<file path="config.mk">
export PLATFORM = sky130hd
export DESIGN_NAME = msir_regs
export DESIGN_NICKNAME = d
export VERILOG_FILES = /design/src/msir_pkg.sv /design/src/msir_regs.sv /design/src/msir_rx_flags.sv /design/src/msir_txq.sv
export SDC_FILE = /design/constraint.sdc
export NUM_CORES = 1
export LEC_CHECK = 0
export BUFFER_PORTS_ARGS = -buffer_cell sky130_fd_sc_hd__buf_2
export CORE_ASPECT_RATIO = 0.7
export CORE_UTILIZATION = 51
export CTS_CLUSTER_SIZE = 16
export DETAILED_ROUTE_END_ITERATION = 8
export GPL_ROUTABILITY_DRIVEN = 0
export PLACE_DENSITY = 0.74
export SLEW_MARGIN = 5
export SYNTH_ARGS = -nofsm -noshare
export SYNTH_HDL_FRONTEND = slang
export SYNTH_SLANG_ARGS = --single-unit
</file>
<file path="constraint.sdc">
create_clock -name pclk -period 2.6 [get_ports pclk]
set_input_delay 0.39 -clock pclk [delete_from_list [all_inputs] [get_ports pclk]]
set_output_delay 0.39 -clock pclk [all_outputs]
set_load 0.005 [all_outputs]
</file>
<file path="src/msir_pkg.sv">
// msir_pkg: offsets, field positions, reset values and carriers
// for the mac status and interrupt register block.
// assumes a 32-bit apb slave on pclk at 40 mhz.
package msir_pkg;

  localparam int unsigned ADDR_W = 8;
  localparam int unsigned DATA_W = 32;
  localparam int unsigned IRQ_W = 14;
  localparam int unsigned RXS_W = 3;

  // register byte offsets
  localparam logic [7:0] OFS_TXQ_PTR = 8'h1c;
  localparam logic [7:0] OFS_RX_STATUS = 8'h20;
  localparam logic [7:0] OFS_IRQ_STATUS = 8'h24;
  localparam logic [7:0] OFS_IRQ_ENABLE = 8'h28;
  localparam logic [7:0] OFS_IRQ_DISABLE = 8'h2c;
  localparam logic [7:0] OFS_IRQ_MASK = 8'h30;

  // receive status field positions
  localparam int unsigned RXS_BUF_UNAVAIL = 0;
  localparam int unsigned RXS_FRAME_STORED = 1;
  localparam int unsigned RXS_STORE_FAIL = 2;

  // interrupt status field positions
  localparam int unsigned IRQ_MGMT_OP_DONE = 0;
  localparam int unsigned IRQ_RX_DONE = 1;
  localparam int unsigned IRQ_RX_USED_DESC = 2;
  localparam int unsigned IRQ_TX_USED_DESC = 3;
  localparam int unsigned IRQ_TX_UNDERRUN = 4;
  localparam int unsigned IRQ_RETRY_LIMIT = 5;
  localparam int unsigned IRQ_TX_BUF_EXH = 6;
  localparam int unsigned IRQ_TX_DONE = 7;
  localparam int unsigned IRQ_RX_OVERRUN = 10;
  localparam int unsigned IRQ_BUS_ERR = 11;
  localparam int unsigned IRQ_PAUSE_RX = 12;
  localparam int unsigned IRQ_PAUSE_EXP = 13;

  // defined event positions, and values after reset
  localparam logic [13:0] IRQ_DEFINED = 14'h3cff;
  localparam logic [13:0] IRQ_MASK_RST = 14'h3cff;
  localparam logic [13:0] IRQ_STATUS_RST = 14'h0000;
  localparam logic [2:0] RXS_RST = 3'h0;
  localparam logic [31:0] TXQ_BASE_RST = 32'h0000_0000;

  // descriptor stepping
  localparam logic [31:0] TXQ_DESC_BYTES = 32'h0000_0008;
  localparam int unsigned TXQ_IDX_W = 10;

  // event strobes from the mac engines, one cycle each
  typedef struct packed {
    logic mgmt_op_done;
    logic rx_done;
    logic rx_frame_start;
    logic rx_fetch_fail;
    logic rx_fetch_ok;
    logic rx_store_late;
    logic rx_bus_err;
    logic rx_used_desc_hit;
    logic tx_used_desc_hit;
    logic tx_fetch_late;
    logic tx_bus_err;
    logic tx_used_mid_frame;
    logic retry_limit_hit;
    logic tx_buffers_exhausted;
    logic tx_done;
    logic tx_frame_start;
    logic tx_buf_next;
    logic tx_buf_wrap;
    logic pause_frame_rx;
    logic pause_expired;
  } msir_evt_t;

  // requests back to the dma engines
  typedef struct packed {
    logic rx_desc_refetch;
    logic rx_buf_reclaim;
    logic tx_abort;
    logic txq_reloaded;
  } msir_dma_req_t;

endpackage

</file>
<file path="src/msir_regs.sv">
// msir_regs: status flags, interrupt status, enable/disable/mask
// and transmit queue pointer of the mac, behind an apb slave.
// assumes event strobes are single pclk cycles from mac engines.
//
// Function
// - rx status bits 0..2, write one clears
// - buffer unavailable set on every failed fetch
// - refetch descriptor each new frame until valid
// - frame stored flag after complete frame write
// - store failure sets flag, reclaims the buffer
// - queue pointer reads frame-first buffer, write loads unless transmitting
// - irq bit 0 management done; read clears bits read
// - irq bit 1 on frame stored
// - irq bits 2, 3 used descriptor read
// - irq bit 4 on underrun or on pointer write while not transmitting
// - irq bit 5 on retry limit exceeded
// - irq bit 6 buffers exhausted, transmit error
// - irq bit 7 on frame transmitted
// - irq bit 10 when store failure flag sets
// - irq bit 11 on dma bus error
// - irq bit 12 on valid pause frame
// - irq bit 13 when pause counter hits zero
// - enable register write-only, ones unmask
// - disable register write-only, ones mask
// - mask register reads one when masked
//
// The register offsets and register access over APB were decided locally.
`timescale 1ns/10ps
module msir_regs
  import msir_pkg::*;
(
  input wire logic pclk,
  input wire logic presetn,
  input wire logic psel,
  input wire logic penable,
  input wire logic pwrite,
  input wire logic [7:0] paddr,
  input wire logic [31:0] pwdata,
  output logic [31:0] prdata,
  output logic pready,
  output logic pslverr,
  input wire msir_evt_t evt,
  input wire logic tx_active,
  output msir_dma_req_t dma_req,
  output logic [31:0] tx_desc_addr,
  output logic irq
);

  // apb phases
  logic setup_phase;
  logic access_phase;
  logic wr_access;
  logic rd_setup;

  assign setup_phase = psel & ~penable;
  assign access_phase = psel & penable;
  assign wr_access = access_phase & pwrite;
  assign rd_setup = setup_phase & ~pwrite;

  // address decode
  logic hit_txq;
  logic hit_rxs;
  logic hit_ists;
  logic hit_ien;
  logic hit_idis;
  logic hit_imask;
  logic hit_any;

  // one register word per aligned offset
  function automatic logic msir_hit(input logic [7:0] a, input logic [7:0] ofs);
    msir_hit = (a == ofs);
  endfunction

  assign hit_txq = msir_hit(paddr, OFS_TXQ_PTR);
  assign hit_rxs = msir_hit(paddr, OFS_RX_STATUS);
  assign hit_ists = msir_hit(paddr, OFS_IRQ_STATUS);
  assign hit_ien = msir_hit(paddr, OFS_IRQ_ENABLE);
  assign hit_idis = msir_hit(paddr, OFS_IRQ_DISABLE);
  assign hit_imask = msir_hit(paddr, OFS_IRQ_MASK);
  assign hit_any = hit_txq | hit_rxs | hit_ists | hit_ien | hit_idis | hit_imask;

  // write strobes
  logic wr_txq_req;
  logic wr_txq;
  logic wr_rxs;
  logic wr_ien;
  logic wr_idis;

  assign wr_txq_req = wr_access & hit_txq;
  // pointer writes while transmitting are dropped
  assign wr_txq = wr_txq_req & ~tx_active;
  assign wr_rxs = wr_access & hit_rxs;
  assign wr_ien = wr_access & hit_ien;
  assign wr_idis = wr_access & hit_idis;

  // receive status flags
  logic [2:0] rx_flags;
  logic [2:0] rx_set;
  logic [2:0] rx_clr;
  logic rx_store_fail_evt;

  assign rx_store_fail_evt = evt.rx_store_late | evt.rx_bus_err;
  assign rx_set[RXS_BUF_UNAVAIL] = evt.rx_fetch_fail;
  assign rx_set[RXS_FRAME_STORED] = evt.rx_done;
  assign rx_set[RXS_STORE_FAIL] = rx_store_fail_evt;
  assign rx_clr = wr_rxs ? pwdata[2:0] : 3'h0;

  msir_rx_flags u_rx_flags (
    .pclk(pclk),
    .presetn(presetn),
    .set_strobe(rx_set),
    .clr_strobe(rx_clr),
    .flags(rx_flags)
  );

  // transmit queue pointer
  logic [31:0] txq_frame_addr;

  msir_txq u_txq (
    .pclk(pclk),
    .presetn(presetn),
    .wr_en(wr_txq),
    .wr_data(pwdata),
    .buf_next(evt.tx_buf_next),
    .buf_wrap(evt.tx_buf_wrap),
    .frame_start(evt.tx_frame_start),
    .cur_addr(tx_desc_addr),
    .frame_addr(txq_frame_addr)
  );

  // receive descriptor refetch tracking
  logic refetch_pending;
  logic next_refetch_pending;

  // a failure in the same cycle as a success wins
  assign next_refetch_pending = evt.rx_fetch_fail
    | (refetch_pending & ~evt.rx_fetch_ok);

  always_ff @(posedge pclk or negedge presetn)
  begin
    if (!presetn)
      refetch_pending <= 1'b0;
    else
      refetch_pending <= next_refetch_pending;
  end

  // interrupt event vector
  logic [13:0] irq_set;
  logic tx_underrun_evt;
  logic bus_err_evt;

  assign tx_underrun_evt = evt.tx_fetch_late | evt.tx_bus_err | evt.tx_used_mid_frame;
  assign bus_err_evt = evt.tx_bus_err | evt.rx_bus_err;

  assign irq_set[IRQ_MGMT_OP_DONE] = evt.mgmt_op_done;
  assign irq_set[IRQ_RX_DONE] = evt.rx_done;
  assign irq_set[IRQ_RX_USED_DESC] = evt.rx_used_desc_hit;
  assign irq_set[IRQ_TX_USED_DESC] = evt.tx_used_desc_hit;
  assign irq_set[IRQ_TX_UNDERRUN] = tx_underrun_evt | wr_txq;
  assign irq_set[IRQ_RETRY_LIMIT] = evt.retry_limit_hit;
  assign irq_set[IRQ_TX_BUF_EXH] = evt.tx_buffers_exhausted;
  assign irq_set[IRQ_TX_DONE] = evt.tx_done;
  assign irq_set[9:8] = 2'h0;
  assign irq_set[IRQ_RX_OVERRUN] = rx_store_fail_evt;
  assign irq_set[IRQ_BUS_ERR] = bus_err_evt;
  assign irq_set[IRQ_PAUSE_RX] = evt.pause_frame_rx;
  assign irq_set[IRQ_PAUSE_EXP] = evt.pause_expired;

  // interrupt status, cleared on read
  logic [13:0] irq_status;
  logic [13:0] next_irq_status;
  logic [13:0] rd_clr_bits;
  logic [13:0] irq_clr;
  logic rd_ists_access;

  // only bits already latched into prdata are cleared
  assign rd_ists_access = access_phase & ~pwrite & hit_ists;
  assign irq_clr = rd_ists_access ? rd_clr_bits : 14'h0000;
  assign next_irq_status = ((irq_status & ~irq_clr) | irq_set) & IRQ_DEFINED;

  always_ff @(posedge pclk or negedge presetn)
  begin
    if (!presetn)
      irq_status <= IRQ_STATUS_RST;
    else
      irq_status <= next_irq_status;
  end

  // interrupt mask
  logic [13:0] irq_mask;
  logic [13:0] next_irq_mask;
  logic [13:0] ien_bits;
  logic [13:0] idis_bits;

  assign ien_bits = wr_ien ? (pwdata[13:0] & IRQ_DEFINED) : 14'h0000;
  assign idis_bits = wr_idis ? (pwdata[13:0] & IRQ_DEFINED) : 14'h0000;
  // disable wins if both hit at once; zeros leave bits alone
  assign next_irq_mask = (irq_mask & ~ien_bits) | idis_bits;

  always_ff @(posedge pclk or negedge presetn)
  begin
    if (!presetn)
      irq_mask <= IRQ_MASK_RST;
    else
      irq_mask <= next_irq_mask;
  end

  // interrupt output
  logic next_irq;

  assign next_irq = |(next_irq_status & ~next_irq_mask);

  always_ff @(posedge pclk or negedge presetn)
  begin
    if (!presetn)
      irq <= 1'b0;
    else
      irq <= next_irq;
  end

  // read data selection
  function automatic logic [31:0] msir_widen14(input logic [13:0] v);
    msir_widen14 = {18'h0, v};
  endfunction

  logic [31:0] rd_mux;
  logic [31:0] rdw_rxs;
  logic [31:0] rdw_ists;
  logic [31:0] rdw_imask;

  assign rdw_rxs = {29'h0, rx_flags};
  assign rdw_ists = msir_widen14(irq_status);
  assign rdw_imask = msir_widen14(irq_mask);
  assign rd_mux = hit_txq ? txq_frame_addr
    : hit_rxs ? rdw_rxs
    : hit_ists ? rdw_ists
    : hit_imask ? rdw_imask
    : 32'h0000_0000;

  // read data and error are captured in the setup cycle
  logic [31:0] next_prdata;
  logic [13:0] next_rd_clr_bits;
  logic next_pslverr;

  assign next_prdata = rd_setup ? rd_mux : prdata;
  assign next_rd_clr_bits = (rd_setup & hit_ists) ? irq_status : rd_clr_bits;
  assign next_pslverr = setup_phase ? ~hit_any : pslverr;

  always_ff @(posedge pclk or negedge presetn)
  begin
    if (!presetn)
      prdata <= 32'h0000_0000;
    else
      prdata <= next_prdata;
  end

  // snapshot of the status word handed to software
  always_ff @(posedge pclk or negedge presetn)
  begin
    if (!presetn)
      rd_clr_bits <= 14'h0000;
    else
      rd_clr_bits <= next_rd_clr_bits;
  end

  always_ff @(posedge pclk or negedge presetn)
  begin
    if (!presetn)
      pslverr <= 1'b0;
    else
      pslverr <= next_pslverr;
  end

  // zero wait state: answer in the first access cycle
  assign pready = 1'b1;

  // requests back to the dma engines
  msir_dma_req_t next_dma_req;

  assign next_dma_req.rx_desc_refetch = refetch_pending
    & evt.rx_frame_start;
  assign next_dma_req.rx_buf_reclaim = rx_store_fail_evt;
  assign next_dma_req.tx_abort = evt.tx_buffers_exhausted;
  assign next_dma_req.txq_reloaded = wr_txq;

  always_ff @(posedge pclk or negedge presetn)
  begin
    if (!presetn)
      dma_req <= '0;
    else
      dma_req <= next_dma_req;
  end

endmodule // msir_regs

</file>
<file path="src/msir_rx_flags.sv">
// msir_rx_flags: write-one-to-clear receive status flags.
// assumes set and clear strobes come from pclk logic.
`timescale 1ns/10ps
module msir_rx_flags
  import msir_pkg::*;
(
  input wire logic pclk,
  input wire logic presetn,
  input wire logic [2:0] set_strobe,
  input wire logic [2:0] clr_strobe,
  output logic [2:0] flags
);

  logic [2:0] next_flags;

  // a set in the clear cycle survives; writes never set
  assign next_flags = (flags & ~clr_strobe) | set_strobe;

  always_ff @(posedge pclk or negedge presetn)
  begin
    if (!presetn)
      flags <= RXS_RST;
    else
      flags <= next_flags;
  end

endmodule // msir_rx_flags

</file>
<file path="src/msir_txq.sv">
// msir_txq: transmit descriptor list pointer.
// assumes the tx dma strobes buffer steps and frame starts on pclk.
`timescale 1ns/10ps
module msir_txq
  import msir_pkg::*;
(
  input wire logic pclk,
  input wire logic presetn,
  input wire logic wr_en,
  input wire logic [31:0] wr_data,
  input wire logic buf_next,
  input wire logic buf_wrap,
  input wire logic frame_start,
  output logic [31:0] cur_addr,
  output logic [31:0] frame_addr
);

  logic [31:0] base;
  logic [TXQ_IDX_W-1:0] idx;
  logic [31:0] step;

  // index wraps on its own after 1024 buffers
  assign step = {19'h0, idx, 3'h0};
  assign cur_addr = base + step;

  always_ff @(posedge pclk or negedge presetn)
  begin
    if (!presetn)
    begin
      base <= TXQ_BASE_RST;
      idx <= '0;
      frame_addr <= TXQ_BASE_RST;
    end
    else if (wr_en)
    begin
      base <= wr_data;
      idx <= '0;
      frame_addr <= wr_data;
    end
    else
    begin
      if (buf_wrap)
        idx <= '0;
      else if (buf_next)
        idx <= idx + 1'b1;
      if (frame_start)
        frame_addr <= cur_addr;
    end
  end

endmodule // msir_txq
</file>
# After elaboration in Yosys (flattened, before gate mapping)
# Cells that the tools add are included.
classes:
  add_sub_neg: 2
  multipliers: 0
  div_mod_pow: 0
  magnitude_cmp: 0
  eq_ne: 6
  shifts: 0
  n_mux: 13
  bitwise_logic: 41
  reduce_logical: 3
op_table:
  columns: ["op", "count"]
  rows:
  - ["32-bit two-way mux", 3]
  - ["14-bit two-way mux", 6]
  - ["14-bit AND", 3]
  - ["14-bit inverter", 3]
  - ["8-bit by 6-bit equality test with 1-bit output, second input constant", 5]
  - ["32-bit by 13-bit adder with 32-bit output", 1]
  - ["10-bit two-way mux", 3]
  - ["14-bit bitwise OR", 2]
  - ["1-bit AND", 14]
  - ["14-bit OR reduction", 1]
  - ["1-bit bitwise OR", 11]
  - ["10-bit by 1-bit adder with 10-bit output, second input constant", 1]
  - ["8-bit by 5-bit equality test with 1-bit output, second input constant", 1]
  - ["1-bit inverter", 5]
  - ["3-bit AND", 1]
  - ["3-bit two-way mux", 1]
  - ["3-bit inverter", 1]
  - ["3-bit bitwise OR", 1]
  - ["3-bit nonzero test", 1]
  - ["2-bit nonzero test", 1]
word_totals:
  reg_bits: 154
  latchBits: 0
  ramBits: 0
  mem_bits_ro: 0
  input_bits: 66
  out_inout_bits: 71
  word_cells: 80
  n_memories: 0

# Logic depth before layout (Yosys ltp)
logic_depth:
  word_depth: 10
  mapped_depth: 9
  depth_no_buf: 8

# By module
# Synthesis repeated with hierarchy kept, for this count alone.
unflattened:
  hier_cells: 731
  area_unflattened_um2: 7503.4
modules_own_cells:
  columns: ["mod", "n_inst", "cells_each", "area_per_inst_um2", "seq_area_each_um2"]
  rows:
  - ["msir_txq", 1, 365, 3787.4, 1851.8]
  - ["msir_regs", 1, 357, 3607.2, 1891.8]
  - ["msir_rx_flags", 1, 9, 108.9, 75.1]

# Least setup slack after synthesis
# OpenSTA, ideal clock, no wires.
synth_path:
  kind: "register to output"
  from: "reg u_txq.idx[0]"
  to: "out tx_desc_addr[25]"
  arrival_ns: 2.214
  required_ns: 2.210
  path_slack_ns: -0.004
  stages_incl_launch_ff: 9
  path_buffers: 1
  path_cell_list: "dfrtp_1 -> ha_1 -> fa_1 -> a211oi_1 -> o21bai_1 -> a21oi_1 -> clkbuf_1 -> nor4b_1 -> xor2_1"
synth_via:
  elab_chain_cells: 1
synth_lines:
  columns: ["item", "line_no", "rtl"]
  rows:
  - ["start: declaration", "msir_txq.sv:19", "logic [TXQ_IDX_W-1:0] idx;"]
  - ["start signal: assignment", "msir_txq.sv:45", "idx <= idx + 1'b1;"]
  - ["32-bit by 13-bit adder with 32-bit output", "msir_txq.sv:24", "assign cur_addr = base + step;"]
  - ["end: declaration", "msir_regs.sv:45", "output logic [31:0] tx_desc_addr,"]
# No other way between the ends.

# Worst setup path in the final report
layout_path:
  from: "reg u_txq.idx[6]"
  to: "out tx_desc_addr[31]"
# Same word-level chain as after synthesis.

==> results.sh <==
export IMPL_max_freq_mhz=339
export IMPL_netlist_instances=777
export IMPL_firstDrtPassIters=8
export IMPL_finalWorstSetupSlack_ns=-0.346
export IMPL_rsz0062_at_grt="yes"
export IMPL_synth_distinct_cells=67
export IMPL_min_path_type="input port to flop"
export IMPL_setup_violations=25
export IMPL_nets=1043
export IMPL_synth_ff_latch_count=152
export IMPL_timing_rr_end="u_txq.frame_addr[27]$_DFFE_PN0P_"
export IMPL_diodes=0
export IMPL_avgSynthCellArea_um2=9.60
export IMPL_start_util_pct=52.9
export IMPL_grt_overflow_total=0
export IMPL_portBuffers=135
export IMPL_reg2reg_slack_ns=-0.02
export IMPL_ant_nets=0
export IMPL_critical_path_max_fanout=6
export IMPL_min_delay_start="evt[6]"
export IMPL_routed_via_density=5.89
export IMPL_ir_drop_mv=0.410
export IMPL_maxCapViolations=0
export IMPL_dieHeight_um=103
export IMPL_r2r_cells=12
export IMPL_chipWidth_um=147
export IMPL_relSlewSlack_pct=55.0
export IMPL_yosysWarnings=0
export IMPL_num_vias=6883
export IMPL_grt_pass1_vias=6562
export IMPL_dp_hpwl_um=14300
export IMPL_final_common_cell="nand2_1"
export IMPL_numClockSinks=152
export IMPL_synth_nets=855
export IMPL_seq_area_frac_synth_pct=51.2
export IMPL_final_hold_violation_count=0
export IMPL_p_per_area_nw_per_um2=570
export IMPL_crit_required_ns=2.21
export IMPL_placementRows=36
export IMPL_violations="setup timing"
export IMPL_clk_pin_slew_ns=0.06
export IMPL_p_total_mw=5.58
export IMPL_drc_errors=0
export IMPL_finalCritPeriodShare_pct=113
export IMPL_p_leak_nw=5.08
export IMPL_finClkSkew_ns=0.0108
export IMPL_critPathKind="flop to output pin"
export IMPL_drt_iter0_markers=571
export IMPL_setup_worst_path_end_class="output pin"
export IMPL_async_flop_share_pct=100
export IMPL_cts_buffer_depth=2
export IMPL_grt_use_total_pct=29.7
export IMPL_final_max_slew_viol_count=0
export IMPL_worstMarginPinSlew_ns=0.674
export IMPL_ioPinCount=137
export IMPL_layout_drive_gt1_share_pct=34.2
export IMPL_holdPathEnd="dma_req[1]$_DFF_PN0_"
export IMPL_final_util_pct=69.5
export IMPL_finalWirelength_um=21900
export IMPL_wire_per_inst_um=18.8
export IMPL_dr_wl_met2_um=9940
export IMPL_cts_buffers=17
export IMPL_min_path_cells=1
export IMPL_cp_start_kind="flop"
export IMPL_highest_layer="met4"
export IMPL_status="finished, violations left"
export IMPL_clk_latency_ns=0.42
export IMPL_core_area_um2=14100
export IMPL_clockRootBuffer="clkbuf_16"
export IMPL_tritoncts="built"
export IMPL_post_route_min_period_ns=2.95
export IMPL_timing_rr_start="u_txq.base[3]$_DFFE_PN0P_"
export IMPL_grt_pass1_wl_um=34200
export IMPL_grt_max_degree=58
export IMPL_ys_flop_type="dfrtp_1"
export IMPL_antenna_found_initial=0
export IMPL_final_cell_mix="200 x nand2_1, 138 x dfrtp_1, 131 x buf_2"
export IMPL_die_area_um2=15100
export IMPL_syn_cell_area_um2=7460
export IMPL_syn_to_final_growth_pct=31.5
export IMPL_dr_wl_met3_um=1820
export IMPL_cp_arrival_ns=2.56
export IMPL_cts_max_level=4
export IMPL_synth_edf_count=0
export IMPL_met1_length_um=9750
==> synthesized netlist by cell type (all sizes together) (4+ instances only) <==
cell | n | area [um2]
nor2 | 35 | 134
inv | 15 | 56.3
xor2 | 18 | 158
and3 | 12 | 75.1
clkbuf | 25 | 93.8
nand2 | 203 | 762
nor2b | 4 | 25.0
and4 | 5 | 43.8
mux2 | 20 | 225
nor3 | 15 | 75.1
a22oi | 10 | 75.1
a31oi | 14 | 87.6
a21oi | 13 | 65.1
dfrtp | 140 | 3500
nor4 | 5 | 37.5
nand3 | 37 | 185
a31o | 14 | 123
nand4 | 12 | 75.1
xnor2 | 13 | 114
ha | 11 | 138
a211oi | 4 | 30.0
a41oi | 4 | 35.0
buf | 21 | 129
o21ai | 26 | 130
mux2i | 18 | 180
or4 | 5 | 41.3
dfstp | 12 | 315
a21o | 13 | 97.6
==> per-stage QoR <==
stage          hold WS [ns]  cells  area [um2]  setup TNS (ns)  setup slack [ns]
3_5_place_dp          0.393   1111        8650          -0.112           -0.0361
3_3_place_gp          0.387   1111        8650         -0.0160           -0.0100
2_1_floorplan        0.0944    777        7460               0            0.0940
4_1_cts              0.0879   1159        9630           -5.29            -0.306
5_1_grt              0.0833   1168        9800           -8.01            -0.440
6_report             0.0973   1168        9800           -5.44            -0.346
==> flip-flops by register name, summed over array words and instances (netlist names), 4 cells and up <==
| signal | cells |
|---|---|
| u_txq.idx | 10 |
| dma_req | 4 |
| irq_mask | 12 |
| irq_status | 12 |
| u_txq.frame_addr | 32 |
| prdata | 32 |
| u_txq.base | 32 |
| rd_clr_bits | 12 |
==> metal layers <==
metal | vias up | track usage (%)
met4 | 0 | 10.8
met2 | 343 | 45.8
met1 | 3385 | 41.3
met5 | - | 0
li1 | 3110 | -
met3 | 45 | 7.04
==> critical path, cell delays in order, from the launching register on <==
cell	delay [ns]
dfrtp_1	0.42
ha_2	0.41
nand2_2	0.12
nor2_2	0.15
a21oi_2	0.09
buf_4	0.15
buf_6	0.12
or4b_4	0.48
nand2_2	0.10
buf_6	0.09
==> kinds of logic after synthesis <==
logic type | synth area share (%)
multiplexers | 5.44
AND/OR/NAND/NOR | 21.3
adder cells (fa/ha/maj) | 2.11
XOR/XNOR | 3.64
other | 0.0503
flip-flops | 51.2
AO/OA/AOI/OAI | 12.4
buffers and inverters | 3.81
==> cell type report <==
cell class,count,area [um2]
clock buffers,21,460
clock inverters,11,194
fillers,1046,4300
inverters,16,61.3
multi-input cells,564,3650
flip-flops and latches,152,3820
well taps,190,238
repair buffers,214,1370
==> worst max path at each step <==
stage	start	to	slack, ns
6_report	u_txq.idx[6]$_DFFE_PN0P_	tx_desc_addr[31]	-0.35
5_1_grt	u_txq.idx[6]$_DFFE_PN0P_	tx_desc_addr[31]	-0.44
4_1_cts	u_txq.base[3]$_DFFE_PN0P_	tx_desc_addr[13]	-0.31
3_5_place_dp	paddr[1]	u_txq.frame_addr[13]$_DFFE_PN0P_	-0.04
3_3_place_gp	paddr[1]	u_txq.frame_addr[14]$_DFFE_PN0P_	-0.01
2_1_floorplan	u_txq.idx[0]$_DFFE_PN0P_	tx_desc_addr[25]	0.09
==> report_power, final <==
group	internal (mW)	switching [mW]	total (mW)
clock	1.76	0.996	2.75
sequential	2.43	0.0409	2.47
combinational	0.149	0.208	0.358
total	4.34	1.24	5.58
==> repair_timing <==
| item | CTS | global route |
|---|---|---|
| setup endpoints to repair | 24 | 26 |
| cloned | 3 | 0 |
| hold endpoints to repair | 46 | 0 |
| resized for setup | 47 | 22 |
| pin swaps | 20 | 14 |
| hold buffers | 1 | 0 |
| buffers inserted | 13 | 10 |
No activity file was read; power rests on OpenSTA's default activity.
